==> config.mk <==
export PLATFORM = sky130hd
export DESIGN_NAME = adt_threshold
export DESIGN_NICKNAME = d
export VERILOG_FILES = /design/src/adt_threshold.v
export VERILOG_INCLUDE_DIRS = /design/src /design/src/include
export SDC_FILE = /design/constraint.sdc
export NUM_CORES = 1
export LEC_CHECK = 0
export BUFFER_PORTS_ARGS = -buffer_cell sky130_fd_sc_hd__buf_2
export CAP_MARGIN = 20
export CORE_AREA = 2 2 51 101
export DETAILED_ROUTE_END_ITERATION = 10
export DIE_AREA = 0 0 53 103
export GPL_ROUTABILITY_DRIVEN = 0
export PLACE_DENSITY_LB_ADDON = 0.2
export SETUP_SLACK_MARGIN = 0.15
export SLEW_MARGIN = 10
export SYNTH_ARGS = -nofsm -noshare
export SYNTH_HDL_FRONTEND = slang
export SYNTH_SLANG_ARGS = --single-unit
==> constraint.sdc <==
create_clock -name clk -period 7.2 [get_ports clk]
set_input_delay 1.08 -clock clk [delete_from_list [all_inputs] [get_ports clk]]
set_output_delay 1.08 -clock clk [all_outputs]
set_load 0.05 [all_outputs]
==> src/include/adt_defs.vh <==
// Constants for the async-list done interrupt threshold block.
// Assumes a command/data register port as on the microprocessor bus.
// How it works
// - Count completed async-list descriptors; interrupt when count reaches threshold.
// - Threshold 8 gives one interrupt per eight completed descriptors.
// - Threshold read with command 51h, written with command D1h.
// - Threshold is five bits 4..0, reset one; bits 15..5 reserved.
// - A time-out condition can also raise the async-list interrupt.
// - Time-out value is maximum NAK retry time in milliseconds.
// - Count and time-out sources work together; either raises interrupt.
// - Time-out read with command 52h, written with command D2h.
// - Time-out is eight bits 7..0; bits 15..8 reserved.
// - Descriptor counts done only when processed and ACK received.
`ifndef ADT_DEFS_VH
`define ADT_DEFS_VH
`define ADT_CMD_RD_CNT 8'h51
`define ADT_CMD_WR_CNT 8'hD1
`define ADT_CMD_RD_TO 8'h52
`define ADT_CMD_WR_TO 8'hD2
`define ADT_CNT_W 5
`define ADT_TO_W 8
`define ADT_CNT_RST 5'h01
`define ADT_TO_RST 8'h00
`define ADT_CMD_W 8
`define ADT_DATA_W 16
`define ADT_CMD_RST 8'h00
`define ADT_DATA_RST 16'h0000
`endif

==> src/adt_threshold.v <==
// Async-list done interrupt: done-count threshold and NAK time-out.
// Assumes command strobe precedes data strobes; ms_tick is a 1-cycle pulse.
`timescale 1ns/1ps
`include "adt_defs.vh"
module adt_threshold #(
    parameter CNT_W = `ADT_CNT_W,
    parameter TO_W = `ADT_TO_W
) (
    input wire clk,
    input wire rst,
    input wire cmd_valid,
    input wire [7:0] cmd_code,
    input wire data_wr,
    input wire [15:0] data_in,
    input wire data_rd,
    input wire desc_done,
    input wire desc_ack,
    input wire nak_retry,
    input wire ms_tick,
    output reg [15:0] data_out,
    output reg async_list_irq
);
    localparam CMD_W = `ADT_CMD_W;
    localparam DATA_W = `ADT_DATA_W;
    localparam CNT_PAD = DATA_W - CNT_W;
    localparam TO_PAD = DATA_W - TO_W;

    reg [CMD_W-1:0] cmd_r;
    reg [CNT_W-1:0] cnt_thr_r;
    reg [TO_W-1:0] to_val_r;
    reg [CNT_W-1:0] done_cnt_r;
    reg [CNT_W-1:0] done_cnt_nxt;
    reg [TO_W-1:0] ms_cnt_r;
    reg [TO_W-1:0] ms_cnt_nxt;
    reg [DATA_W-1:0] rd_word;
    reg cnt_hit;
    reg to_hit;
    wire done_ev;
    wire wr_cnt_sel;
    wire wr_to_sel;
    wire to_enable;
    wire timer_run;

    // Done-count step, cut back to the field width
    function [CNT_W-1:0] cnt_inc;
        input [CNT_W-1:0] val;
        reg [CNT_W:0] sum;
        begin
            sum = {1'b0, val} + {{CNT_W{1'b0}}, 1'b1};
            cnt_inc = sum[CNT_W-1:0];
        end
    endfunction

    // One extra bit so the compare cannot wrap
    function cnt_reached;
        input [CNT_W-1:0] val;
        input [CNT_W-1:0] thr;
        reg [CNT_W:0] sum;
        begin
            sum = {1'b0, val} + {{CNT_W{1'b0}}, 1'b1};
            cnt_reached = (sum >= {1'b0, thr});
        end
    endfunction

    function [TO_W-1:0] to_inc;
        input [TO_W-1:0] val;
        reg [TO_W:0] sum;
        begin
            sum = {1'b0, val} + {{TO_W{1'b0}}, 1'b1};
            to_inc = sum[TO_W-1:0];
        end
    endfunction

    function to_reached;
        input [TO_W-1:0] val;
        input [TO_W-1:0] lim;
        reg [TO_W:0] sum;
        begin
            sum = {1'b0, val} + {{TO_W{1'b0}}, 1'b1};
            to_reached = (sum >= {1'b0, lim});
        end
    endfunction

    assign done_ev = desc_done & desc_ack;
    assign wr_cnt_sel = data_wr && (cmd_r == `ADT_CMD_WR_CNT);
    assign wr_to_sel = data_wr && (cmd_r == `ADT_CMD_WR_TO);
    assign to_enable = (to_val_r != {TO_W{1'b0}});
    // Progress on the list restarts the retry clock
    assign timer_run = to_enable && nak_retry && !done_ev;

    // Command stays latched until the next command strobe
    always @(posedge clk or posedge rst) begin
        if (rst) begin
            cmd_r <= `ADT_CMD_RST;
        end else begin
            if (cmd_valid) begin
                cmd_r <= cmd_code;
            end
        end
    end

    always @(posedge clk or posedge rst) begin
        if (rst) begin
            cnt_thr_r <= `ADT_CNT_RST;
        end else begin
            if (wr_cnt_sel) begin
                // Zero is forbidden to software; it acts like one
                cnt_thr_r <= data_in[CNT_W-1:0];
            end
        end
    end

    always @(posedge clk or posedge rst) begin
        if (rst) begin
            to_val_r <= `ADT_TO_RST;
        end else begin
            if (wr_to_sel) begin
                to_val_r <= data_in[TO_W-1:0];
            end
        end
    end

    always @* begin
        cnt_hit = 1'b0;
        done_cnt_nxt = done_cnt_r;
        if (done_ev) begin
            if (cnt_reached(done_cnt_r, cnt_thr_r)) begin
                cnt_hit = 1'b1;
                done_cnt_nxt = {CNT_W{1'b0}};
            end else begin
                done_cnt_nxt = cnt_inc(done_cnt_r);
            end
        end
    end

    always @(posedge clk or posedge rst) begin
        if (rst) begin
            done_cnt_r <= {CNT_W{1'b0}};
        end else begin
            done_cnt_r <= done_cnt_nxt;
        end
    end

    // Counter holds one below its limit, so each later tick fires again
    always @* begin
        to_hit = 1'b0;
        ms_cnt_nxt = {TO_W{1'b0}};
        if (timer_run) begin
            ms_cnt_nxt = ms_cnt_r;
            if (ms_tick) begin
                if (to_reached(ms_cnt_r, to_val_r)) begin
                    to_hit = 1'b1;
                end else begin
                    ms_cnt_nxt = to_inc(ms_cnt_r);
                end
            end
        end
    end

    always @(posedge clk or posedge rst) begin
        if (rst) begin
            ms_cnt_r <= {TO_W{1'b0}};
        end else begin
            ms_cnt_r <= ms_cnt_nxt;
        end
    end

    always @(posedge clk or posedge rst) begin
        if (rst) begin
            async_list_irq <= 1'b0;
        end else begin
            async_list_irq <= cnt_hit | to_hit;
        end
    end

    // Reserved bits always read back as zero
    always @* begin
        case (cmd_r)
            `ADT_CMD_RD_CNT: begin
                rd_word = {{CNT_PAD{1'b0}}, cnt_thr_r};
            end
            `ADT_CMD_RD_TO: begin
                rd_word = {{TO_PAD{1'b0}}, to_val_r};
            end
            default: begin
                rd_word = `ADT_DATA_RST;
            end
        endcase
    end

    always @(posedge clk or posedge rst) begin
        if (rst) begin
            data_out <= `ADT_DATA_RST;
        end else begin
            if (data_rd) begin
                data_out <= rd_word;
            end
        end
    end
endmodule

# Word-level counts from Yosys, hierarchy flattened
# Cells that the tools add are included.
# op_classes
addsub	2
bitwise	2
reduce_logical	7
order_cmp	2
muxes	10
eq_ne	6
# op_table
op	n
2-to-1 mux 8 bit	3
== test 8 x 7 -> 1 bit, second input constant	2
== test 8 bit, second input constant	2
case mux 8 bit (2 select lines)	1
adder 8 x 1 -> 9 bit, second input constant	1
greater-or-equal comparator 9 x 8 -> 1 bit	1
nonzero test 8 bit	1
adder 5 x 1 -> 6 bit, second input constant	1
greater-or-equal comparator 6 x 5 -> 1 bit	1
2-to-1 mux 1 bit	5
2-to-1 mux 5 bit	1
logical AND 1 bit	4
inequality test 2 bit, second input constant	2
AND reduction 2 bit	1
bitwise AND 1 bit	1
logical NOT 1 bit	1
bitwise OR 1 bit	1
# word_totals
elab_cells	36
out_inout_bits	17
in_bits	33
register_bits	51

# Depth between registers and ports, before layout
# Gate-level depths: netlist (run 1).
# depth
depth_word	6
mapped_depth	12
ltp_nobuf	10

# Worst setup path after synthesis (run 1)
# Ideal clock, no wire load.
# synth_path
kind	reg2reg
startpoint	register ms_cnt_r[0]
endpoint	register ms_cnt_r[3]
stages_incl_launch_ff	12
arrival_time_ns	2.934
synth_period_minus_slack_ns	3.012
slack_ns	4.188
path_buffers	1
setup_time_ns	0.078
path_cell_list	dfrtp_1 -> ha_1 -> and3_4 -> and3_4 -> buf_6 -> xor2_1 -> ha_1 -> and3_1 -> a221o_1 -> a31o_4 -> or4_1 -> a21oi_1
# synth_via
elab_chain_len	4
elab_cells_between_ends	7
cone_classes	1 x add/sub; 1 x order compare; 1 x eq/ne; 3 x mux; 1 x reduce/logical
# synth_rtl
item	line	text
from (decl)	adt_threshold.v:33	reg [TO_W-1:0] ms_cnt_r;
from (signal assigned)	adt_threshold.v:162	ms_cnt_r <= {TO_W{1'b0}};
from (signal assigned)	adt_threshold.v:164	ms_cnt_r <= ms_cnt_nxt;
adder 8 x 1 -> 9 bit *	adt_threshold.v:69	sum = {1'b0, val} + {{TO_W{1'b0}}, 1'b1};
greater-or-equal comparator 9 x 8 -> 1 bit or 2-to-1 mux 8 bit (tied branches)	adt_threshold.v:80, adt_threshold.v:151	
inequality test 2 bit (no line) or 2-to-1 mux 8 bit (tied branches)	n/a	
AND reduction 2 bit (no line) or 2-to-1 mux 8 bit (tied branches)	n/a	
# Every way passes the cells marked *; elsewhere a longest branch is shown, timed or not. The select of a mux whose other input is x is not followed.
# A chain may end at the register's enable or synchronous reset.

# Final worst setup path (run 1)
# Ends and elaborated chain as after synthesis.

==> reports/metrics.cfg, run 1 <==
[setup_path]
reg2reg_from=ms_cnt_r[0]
cp_cell_sequence=ha_1 -> and3_4 -> and3_4 -> xor2_1 -> ha_1 -> and3_1 -> a221o_1 -> a31o_4 -> or4_1 -> a21oi_1
r2r_end=ms_cnt_r[3]
crit_type=flip-flop to flip-flop
reg2reg_depth=10
crit_arrival_ps=3360
worstSetupEndpointType=flip-flop
max_stage_delay_ps=510
critPathLaunchType=flip-flop
cp_slowest_cell=or4_1
worstPathRequired_ps=7430
reg2reg_slack_ps=4070
critPathMaxFanout=7

[yosys]
synth-main-ff-cell=dfrtp_1
synth_edf_count=0
async_flop_share_pct=100.0
ys_top_cells_by_area=dfrtp_1, mux2_2, ha_1
yosys.area_share.simple_pct=13.02
yosys.area.top_type=dfrtp_1
synth_fa_ha_area_share_pct=7.780
synth_mux_area_share_pct=10.22
ys_warn_count=0
synth.cell_area_sq_um=2412
yosysMostFrequentCell=dfrtp_1
synth_top_family_by_area=compound AO/OA/AOI/OAI gates
synth_top_cell_area_share_pct=43.57
synth_compound_area_share_pct=14.68
yosys.area_share.xor_xnor_pct=3.268
synthCells=231
ys_types=43
yosysSeqAreaShare_pct=44.66
ys_ff_latch=43
avgSynthCellArea_sq_um=10.44
synth_common_cells=dfrtp_1, mux2_2, inv_1

[cells_and_area]
antenna_cells=0
fillers=428
syn2layout_area_growth_pct=12.50
final_nets=314
final_layout_size_suffix_gt1_share_pct=26.59
fin_area_sq_um=2714

[sta]
fin_crit_sh_pct=43.50
slew_headroom_pct=39.70
grt_setup_unrepaired=no
setup_tns_ps=0
final.setup_skew_ps=6.508
fin_crit_ps=3132
setup_viol=0
setup_ws_ps=4068
tightestPinTransition_ps=897.6
hold_violations=0
final_max_slew_viol_count=0
fmaxAchievable_ghz=0.3193

[detailed_routing]
routedWlPerCell_um=14.15
drc=0
drtIter0Drc=49
totalWireLength_mm=4.583
dr.pass1.iters=4
via_count=1791
ant_nets=0
top_layer=met4
dr_wl_met3_um=211
wl_met2_mm=2.337
wl_met1_mm=1.941
via_per_inst=5.528

[floorplanning]
dieArea_sq_um=5459
fp-row-count=36
core_sq_um=4730
start_util_pct=51.01
io_pins=50
die_w_um=53
die-height_um=103

[cts]
postCtsSetupRepairBufs=0
cts_tree=yes
cts_repair_resize_count=0
clock_latency_ps=300
htreeDepth=2
cts.hold.buffers_added=0
clkTransAtPathRegs_ps=80
numCtsBuffers=5
cts.sinks=43
cts-root-buf=clkbuf_8
clk_path_buf_depth=2

[global_routing]
grt_pass1_vias=1806
grt_max_degree=44
grt-ovfl-total=0
grt_pass1_wl_mm=8.266
antenna_found_initial=0
grt_util_all_layers_pct=20.33

[placed_design]
port_buffers=33
place_hpwl_mm=3.427
place_area_sq_um=2596
pre_cts_ws_ps=4103

[power_and_ir_drop]
p_leak_uw=0.001381
vdd_drop_max_mv=0.1963
p_per_area_nw_per_um2=219.5

[run_status]
status=finished clean

[worst_hold_path]
hold_path_class=flip-flop to flip-flop
holdPathStages=1
holdPathEnd=cmd_r[5]
hold_start=cmd_r[5]

[run]
maxCapViolCount=0

-- layout make-up --
cell class                      count  area (sq um)  area share [%]
Multi-Input combinational cell    165          1211           44.63
Clock buffer                        6         82.58           3.043
Timing Repair Buffer               34         172.7           6.362
Tap cell                           57         71.32           2.628
Sequential cell                    43          1077           39.70
Inverter                           17         63.81           2.351
Clock inverter                      2         35.03           1.291
-- cell usage in the layout, fill, tap and decap left out, drive strengths merged --
| cell | count |
|---|---|
| o21ai | 12 |
| o31ai | 1 |
| o21a | 2 |
| xnor2 | 3 |
| a22oi | 5 |
| nand4 | 1 |
| inv | 17 |
| buf | 34 |
| a21o | 5 |
| nand3b | 3 |
| a31oi | 7 |
| and3 | 5 |
| bufinv | 1 |
| a221o | 1 |
| nor3b | 1 |
| dfrtp | 42 |
| mux2 | 21 |
| xor2 | 6 |
| nand3 | 15 |
| nand2 | 11 |
| clkinv | 1 |
| conb | 8 |
| a31o | 1 |
| or4 | 3 |
| nor4 | 1 |
| clkbuf | 6 |
| a41o | 4 |
| mux2i | 1 |
| nand2b | 2 |
| nor3 | 3 |
| o211a | 1 |
| ha | 15 |
| a21oi | 8 |
| o21bai | 1 |
| dfstp | 1 |
| o211ai | 2 |
| nor2 | 15 |
| or3 | 1 |
-- through the flow --
stage	power [uW]	hold slack (ps)	instances	utilization [%]
floorplan	376.8	471.4	238	-
global placement	402.5	484.4	316	54.89
detailed placement	406.4	491.0	316	54.89
CTS	601.3	509.9	324	57.38
global route	631.4	544.1	324	57.38
finish	595.7	508.1	324	57.38
-- registers in the layout, indices dropped and copies added (netlist names) --
name / count
ms_cnt_r: 8
async_list_irq: 1
cmd_r: 8
to_val_r: 8
done_cnt_r: 5
data_out: 8
cnt_thr_r: 5
-- report_power, final --
| group | leakage (uW) | switching (uW) | internal, uW |
|---|---|---|---|
| clock network | 0.0000612 | 82.4 | 112 |
| registers | 0.000567 | 16.1 | 260 |
| logic | 0.000752 | 81.4 | 43.8 |
-- per-layer routing --
layer / up-vias / track usage [%]
met5: - / 0
met3: 9 / 4.348
met1: 853 / 24.53
met2: 44 / 34.81
met4: 0 / 7.495
li1: 885 / -
-- worst max-delay path by stage --
| stage | start | endpoint | slack, ps | depth (start not counted) |
|---|---|---|---|---|
| floorplan | ms_cnt_r[0] | ms_cnt_r[3] | 4190 | 11 |
| finish | ms_cnt_r[0] | ms_cnt_r[3] | 4070 | 10 |
| global route | ms_cnt_r[0] | ms_cnt_r[3] | 3870 | 10 |
| CTS | ms_cnt_r[0] | ms_cnt_r[3] | 4060 | 10 |
| detailed placement | ms_cnt_r[0] | ms_cnt_r[3] | 4100 | 10 |
| global placement | ms_cnt_r[0] | ms_cnt_r[3] | 4130 | 10 |
-- critical path: cells and delay by family, from the launching register on --
family	cells	cell delay (ps)
AOI/OAI and AO/OA	3	750
adders and majority gates	2	530
DFF	1	470
xor gates and xnor gates	1	150
and+or+nand+nor	4	1160
-- logic make-up (layout without fill, tap and decap cells) --
logic type      count (synthesis)  count (layout)
xor+xnor                        9               9
buf+inv                        30              59
other cells                     1               8
compound gates                 50              50
fa+ha+maj                      15              15
simple gates                   61              61
flops                          43              43
mux                            22              22
Note: power is estimated with default switching activity, not from simulation.
==> inputs of run 2 (changes only) <==
--- a/config.mk
+++ b/config.mk
@@ -8,9 +8,9 @@
 export LEC_CHECK = 0
 export BUFFER_PORTS_ARGS = -buffer_cell sky130_fd_sc_hd__buf_2
 export CAP_MARGIN = 20
-export CORE_AREA = 2 2 51 101
+export CORE_AREA = 2 2 53 105
 export DETAILED_ROUTE_END_ITERATION = 10
-export DIE_AREA = 0 0 53 103
+export DIE_AREA = 0 0 55 107
 export GPL_ROUTABILITY_DRIVEN = 0
 export PLACE_DENSITY_LB_ADDON = 0.2
 export SETUP_SLACK_MARGIN = 0.15
==> constraint.sdc (replaced) <==
create_clock -name clk -period 2.75 [get_ports clk]
set_input_delay 0.4125 -clock clk [delete_from_list [all_inputs] [get_ports clk]]
set_output_delay 0.4125 -clock clk [all_outputs]
set_load 0.05 [all_outputs]
==> run 2 against run 1 <==
Effect of this change:
- the flow now finishes with violations (negative setup slack)
- critical path depth unchanged
- non-clock buffer count up 21
- clock-buffer cell count is the same
- first-iteration DRC count fell by 20%
- utilization increased by 1.3 points
- sequential power grew to 2.6 times the previous value
- fmax rose by 14%
- sequential share of layout area fell by 3.6 points
- via count is 6.7% higher
- largest power group unchanged
- highest routed layer unchanged
==> reports/metrics.cfg, run 2 (synthesized netlist as in run 1, its figures left out) <==
[cts]
clkTransAtPathRegs_ps=80
numCtsBuffers=5
cts.hold.buffers_added=0
cts-root-buf=clkbuf_8
clock_latency_ps=300
cts.sinks=43
clk_path_buf_depth=2
cts_tree=yes
htreeDepth=2

[placed_design]
port_buffers=33
place_hpwl_mm=4.070

[floorplanning]
fp-row-count=37
start_util_pct=47.37
die_w_um=55
io_pins=50
dieArea_sq_um=5885
core_sq_um=5092
die-height_um=107

[sta]
slew_headroom_pct=54.68
setup_viol=1
tightestPinTransition_ps=677.3
holdWs_ps=241.1
setup_ws_ps=-6.704
final.setup_skew_ps=4.535
grt_setup_unrepaired=yes
fmaxAchievable_ghz=0.3628
hold_violations=0
fin_crit_ps=2757
final_max_slew_viol_count=0
fin_crit_sh_pct=100.2

[cells_and_area]
finish.utilization_pct=58.70
antenna_cells=0
final_layout_size_suffix_gt1_share_pct=37.15
layout_common_cells=dfrtp_1, buf_2, mux2_2, buf_4, inv_1
final_nets=335
final_common_cell=dfrtp_1
syn2layout_area_growth_pct=23.91

[setup_path]
reg2reg_from=ms_cnt_r[0]
crit_cells=10
worstSetupEndpointType=flip-flop
crit_type=flip-flop to flip-flop
cp_cell_sequence=ha_2 -> and3_4 -> and3_4 -> xor2_2 -> ha_1 -> and3_4 -> a221o_1 -> a31o_4 -> or4_4 -> a21oi_2
reg2reg_depth=10
reg2reg_slack_ps=-7
critPathLaunchType=flip-flop
worstPathRequired_ps=2970
max_stage_delay_ps=410
crit_arrival_ps=2980
cp_num_buf_inv=0
critPathMaxFanout=5
cp_slowest_cell=or4_4
critPathTopFamily=simple AND/OR/NAND/NOR gates
cp_common_cell=and3_4
r2r_end=ms_cnt_r[3]

[global_routing]
grt_pass1_wl_mm=8.963
grt_pass1_vias=1937
antenna_found_initial=0
grt_max_degree=44
grt_util_all_layers_pct=21.36
grt-ovfl-total=0

[detailed_routing]
dr.pass1.iters=4
top_layer=met4
ant_nets=0
wl_met1_mm=2.018
drc=0
via_per_inst=5.523
totalWireLength_mm=5.530
via_count=1911
dr_wl_met3_um=125
wl_met2_mm=3.235
routedWlPerCell_um=15.98
drtIter0Drc=39

[run_status]
failed_checks=negative setup slack
status=finished, violations left

[power_and_ir_drop]
switching_share_pct=31.01
power_switching_uw=499.6
clkPwrFrac_pct=31.7
p_per_area_nw_per_um2=539.0
combPwrFrac_pct=23.6
sequentialPowerShare_pct=44.7
vdd_drop_max_mv=0.3643
p_leak_uw=0.001494
internal-power_uw=1111

[worst_hold_path]
hold_path_class=primary input to asynchronous set/reset pin

[run]
maxCapViolCount=0

run 2: metal layers:
layer  GRT usage [%]  up-vias
li1                -      928
met1           22.69      941
met2           38.86       32
met3           2.507       10
met4           9.930        0
met5               0        -
run 2: how the worst max path moves through the flow:
| stage | start | end | slack [ps] |
|---|---|---|---|
| final | ms_cnt_r[0] | ms_cnt_r[3] | -7 |
| after detailed placement | ms_cnt_r[0] | ms_cnt_r[3] | -30 |
| after global placement | ms_cnt_r[0] | ms_cnt_r[3] | -20 |
| after CTS | ms_cnt_r[0] | ms_cnt_r[3] | 5 |
| after global routing | ms_cnt_r[0] | ms_cnt_r[3] | -110 |
| after floorplan | ms_cnt_r[0] | ms_cnt_r[3] | -110 |
run 2: worst register-to-register path, cell delays in order (launching register included):
cell and delay [ps]:
dfrtp_1 400, ha_2 180, and3_4 180, and3_4 190, xor2_2 150, ha_1 300, and3_4 160, a221o_1 350
a31o_4 250, or4_4 410, a21oi_2 120
run 2: power by group through the flow:
stage | Combinational [uW] | Clock, uW | Sequential, uW
2_1_floorplan | 228 | 0 | 763
3_3_place_gp | 347 | 0 | 731
3_5_place_dp | 357 | 0 | 733
4_1_cts | 380 | 530 | 720
5_1_grt | 413 | 554 | 727
6_report | 380 | 511 | 720
run 2: repair_timing:
action,CTS,global route
setup buffers,4,0
pin swaps,6,2
resized for setup,12,7
endpoints found under the setup margin,9,9
gates cloned,1,0
run 2: final cells by class:
| cell class | instances | area (sq um) |
|---|---|---|
| inverters | 17 | 63.81 |
| clock inverters | 2 | 35.03 |
| clock buffers | 6 | 82.58 |
| well taps | 58 | 72.57 |
| multi-input cells | 165 | 1323 |
| repair buffers | 55 | 334.1 |
| fillers | 465 | 2103 |
| flip-flops and latches | 43 | 1079 |
run 2: per-stage QoR:
| step | setup slack [ps] | area, sq um | TNS (ps) | total power [uW] | std cells |
|---|---|---|---|---|---|
| floorplan | -108.8 | 2449 | -570.8 | 990.9 | 238 |
| global placement | -24.51 | 2728 | -24.51 | 1079 | 333 |
| detailed placement | -30.94 | 2728 | -40.68 | 1090 | 333 |
| CTS | 4.840 | 2958 | 0 | 1630 | 346 |
| global route | -111.7 | 2989 | -281.9 | 1695 | 346 |
| finish | -6.704 | 2989 | -6.704 | 1611 | 346 |
==> inputs of run 3 (changes only) <==
--- a/config.mk
+++ b/config.mk
@@ -12,6 +12,7 @@
 export DETAILED_ROUTE_END_ITERATION = 10
 export DIE_AREA = 0 0 55 107
 export GPL_ROUTABILITY_DRIVEN = 0
+export GPL_TIMING_DRIVEN = 0
 export PLACE_DENSITY_LB_ADDON = 0.2
 export SETUP_SLACK_MARGIN = 0.15
 export SLEW_MARGIN = 10
==> constraint.sdc (replaced) <==
create_clock -name clk -period 2.75 [get_ports clk]
set_input_delay 0.4125 -clock clk [delete_from_list [all_inputs] [get_ports clk]]
set_output_delay 0.4125 -clock clk [all_outputs]
set_load 0.02 [all_outputs]
==> run 3 against run 2 <==
Effect of this change:
- the flow still finishes with violations (negative setup slack)
- critical path depth up 1
- fmax down 4.7%
- non-clock buffer count up 4
- clock power down 21%
- setup slack worse by 130 ps
- power down 10%
- register-to-register slack worse by 130 ps
- first-iteration DRC count down 26%
- combinational power down 14%
- sequential power about the same
- utilization down 0.44 points
- clock-buffer cell count down 1
==> reports/metrics.cfg, run 3 (synthesized netlist as in run 1, its figures left out) <==
[detailed_routing]
wl_met2_mm=3.071
dr.pass1.iters=4
ant_nets=0
via_per_inst=5.439
drc=0
top_layer=met4
dr_wl_met3_um=148
routedWlPerCell_um=15.28
via_count=1909
drtIter0Drc=29
totalWireLength_mm=5.363
wl_met1_mm=1.989

[sta]
fin_crit_sh_pct=105.2
fin_crit_ps=2892
grt_setup_unrepaired=yes
setup_ws_ps=-141.7
hold_violations=0
setup_viol=9
fmaxAchievable_ghz=0.3458
slew_headroom_pct=43.10
tightestPinTransition_ps=846.9
final_max_slew_viol_count=0
setup_tns_ps=-719.2
final.setup_skew_ps=8.531

[cells_and_area]
syn2layout_area_growth_pct=22.98
ff_latch_area_sq_um=1081
layout_common_cells=dfrtp_1, buf_2, mux2_2
final_layout_size_suffix_gt1_share_pct=35.49
fillers=461
multiInputGateArea_sq_um=1282
final_nets=340
antenna_cells=0
final_common_cell=dfrtp_1

[cts]
cts.sinks=43
cts_tree=yes
numCtsBuffers=5
clock_latency_ps=300
clk_path_buf_depth=2
htreeDepth=2
clkTransAtPathRegs_ps=90
cts-root-buf=clkbuf_8

[global_routing]
grt-ovfl-total=0
grt_pass1_vias=1924
grt_pass1_wl_mm=8.756
antenna_found_initial=0
grt_util_all_layers_pct=20.86
grt_max_degree=39

[setup_path]
crit_path_end=ms_cnt_r[3]
crit_type=flip-flop to flip-flop
worstSetupEndpointType=flip-flop
reg2reg_depth=11
critPathLaunchType=flip-flop
critPathMaxFanout=4
worstPathRequired_ps=2970
critPathLaunch=ms_cnt_r[0]
crit_arrival_ps=3110
reg2reg_from=ms_cnt_r[0]
reg2reg_slack_ps=-140
r2r_end=ms_cnt_r[3]

[power_and_ir_drop]
vdd_drop_max_mv=0.4391
p_leak_uw=0.001482
combPwrFrac_pct=22.6
clkPwrFrac_pct=27.7
internal-power_uw=996.5
p_total_uw=1451
sequentialPowerShare_pct=49.7
switching_share_pct=31.30
p_per_area_nw_per_um2=488.9
power_switching_uw=454.1

[floorplanning]
start_util_pct=47.37
fp-row-count=37
die_w_um=55
io_pins=50
die-height_um=107
core_sq_um=5092
dieArea_sq_um=5885

[placed_design]
pre_cts_ws_ps=-430.2
place_hpwl_mm=3.915
port_buffers=31

[run_status]
failed_checks=negative setup slack
status=finished, violations left

[worst_hold_path]
hold_path_class=primary input to flip-flop

[run]
maxCapViolCount=0

run 3: changes by cell type in the layout (fill, tap and decap cells not counted), moves of 2 or more:
cell	previous run	this run
clkbuf_1	0	3
a31oi_1	4	6
buf_4	21	19
buf_6	1	3
clkinvlp_4	0	2
dfrtp_1	41	39
dfrtp_2	1	3
run 3: metal layers:
metal	track usage, %	vias up
met1	22.67	922
met3	3.482	11
li1	-	940
met5	0	-
met2	36.22	36
met4	10.98	0
run 3: what timing repair did:
action,4_1_cts,5_1_grt
buffers inserted,12,1
endpoints found under the hold margin,5,0
hold buffers,1,0
pin swaps,6,4
gates cloned,1,0
endpoints found under the setup margin,9,9
resized for setup,11,5
run 3: critical path, stage by stage (launching register included):
cell     delay (ps)
dfrtp_2         430
ha_4            170
and3_4          180
and3_4          170
buf_6           120
xor2_2          130
ha_1            310
and3_4          160
a221o_1         350
a31o_4          240
or4_1           400
a21oi_1         150
run 3: layout make-up:
class,instances,area share [%]
well taps,58,2.446
clock buffers,5,2.320
multi-input cells,166,43.23
inverters,17,2.151
plain buffers,13,2.952
flip-flops and latches,43,36.44
repair buffers,46,9.785
clock inverters,3,0.6748
run 3: worst min path at each step:
stage	from	endpoint	slack, ps	cells past startpoint
after floorplan	cmd_r[5]	cmd_r[5]	470	1
after global placement	cmd_r[5]	cmd_r[5]	490	1
after detailed placement	rst	async_list_irq	310	2
after CTS	cmd_code[7]	cmd_r[7]	320	2
after global routing	cmd_code[6]	cmd_r[6]	320	2
final	cmd_code[0]	cmd_r[0]	330	2
run 3: power by group through the flow:
| stage | sequential [uW] | clock, uW | combinational [uW] |
|---|---|---|---|
| after floorplan | 737 | 0 | 214 |
| after global placement | 733 | 0 | 306 |
| after detailed placement | 735 | 0 | 316 |
| after CTS | 721 | 419 | 331 |
| after global routing | 727 | 445 | 367 |
| final | 721 | 402 | 328 |
run 3: per-stage QoR:
step                      hold slack, ps  instance area [sq um]  std cells  util, %
after global routing               322.1                   2967        351    58.26
after CTS                          321.7                   2940        350    57.74
final                              331.9                   2967        351    58.26
after floorplan                    471.4                   2449        238        -
after global placement             488.7                   2676        327    52.56
after detailed placement           311.1                   2696        328    52.95
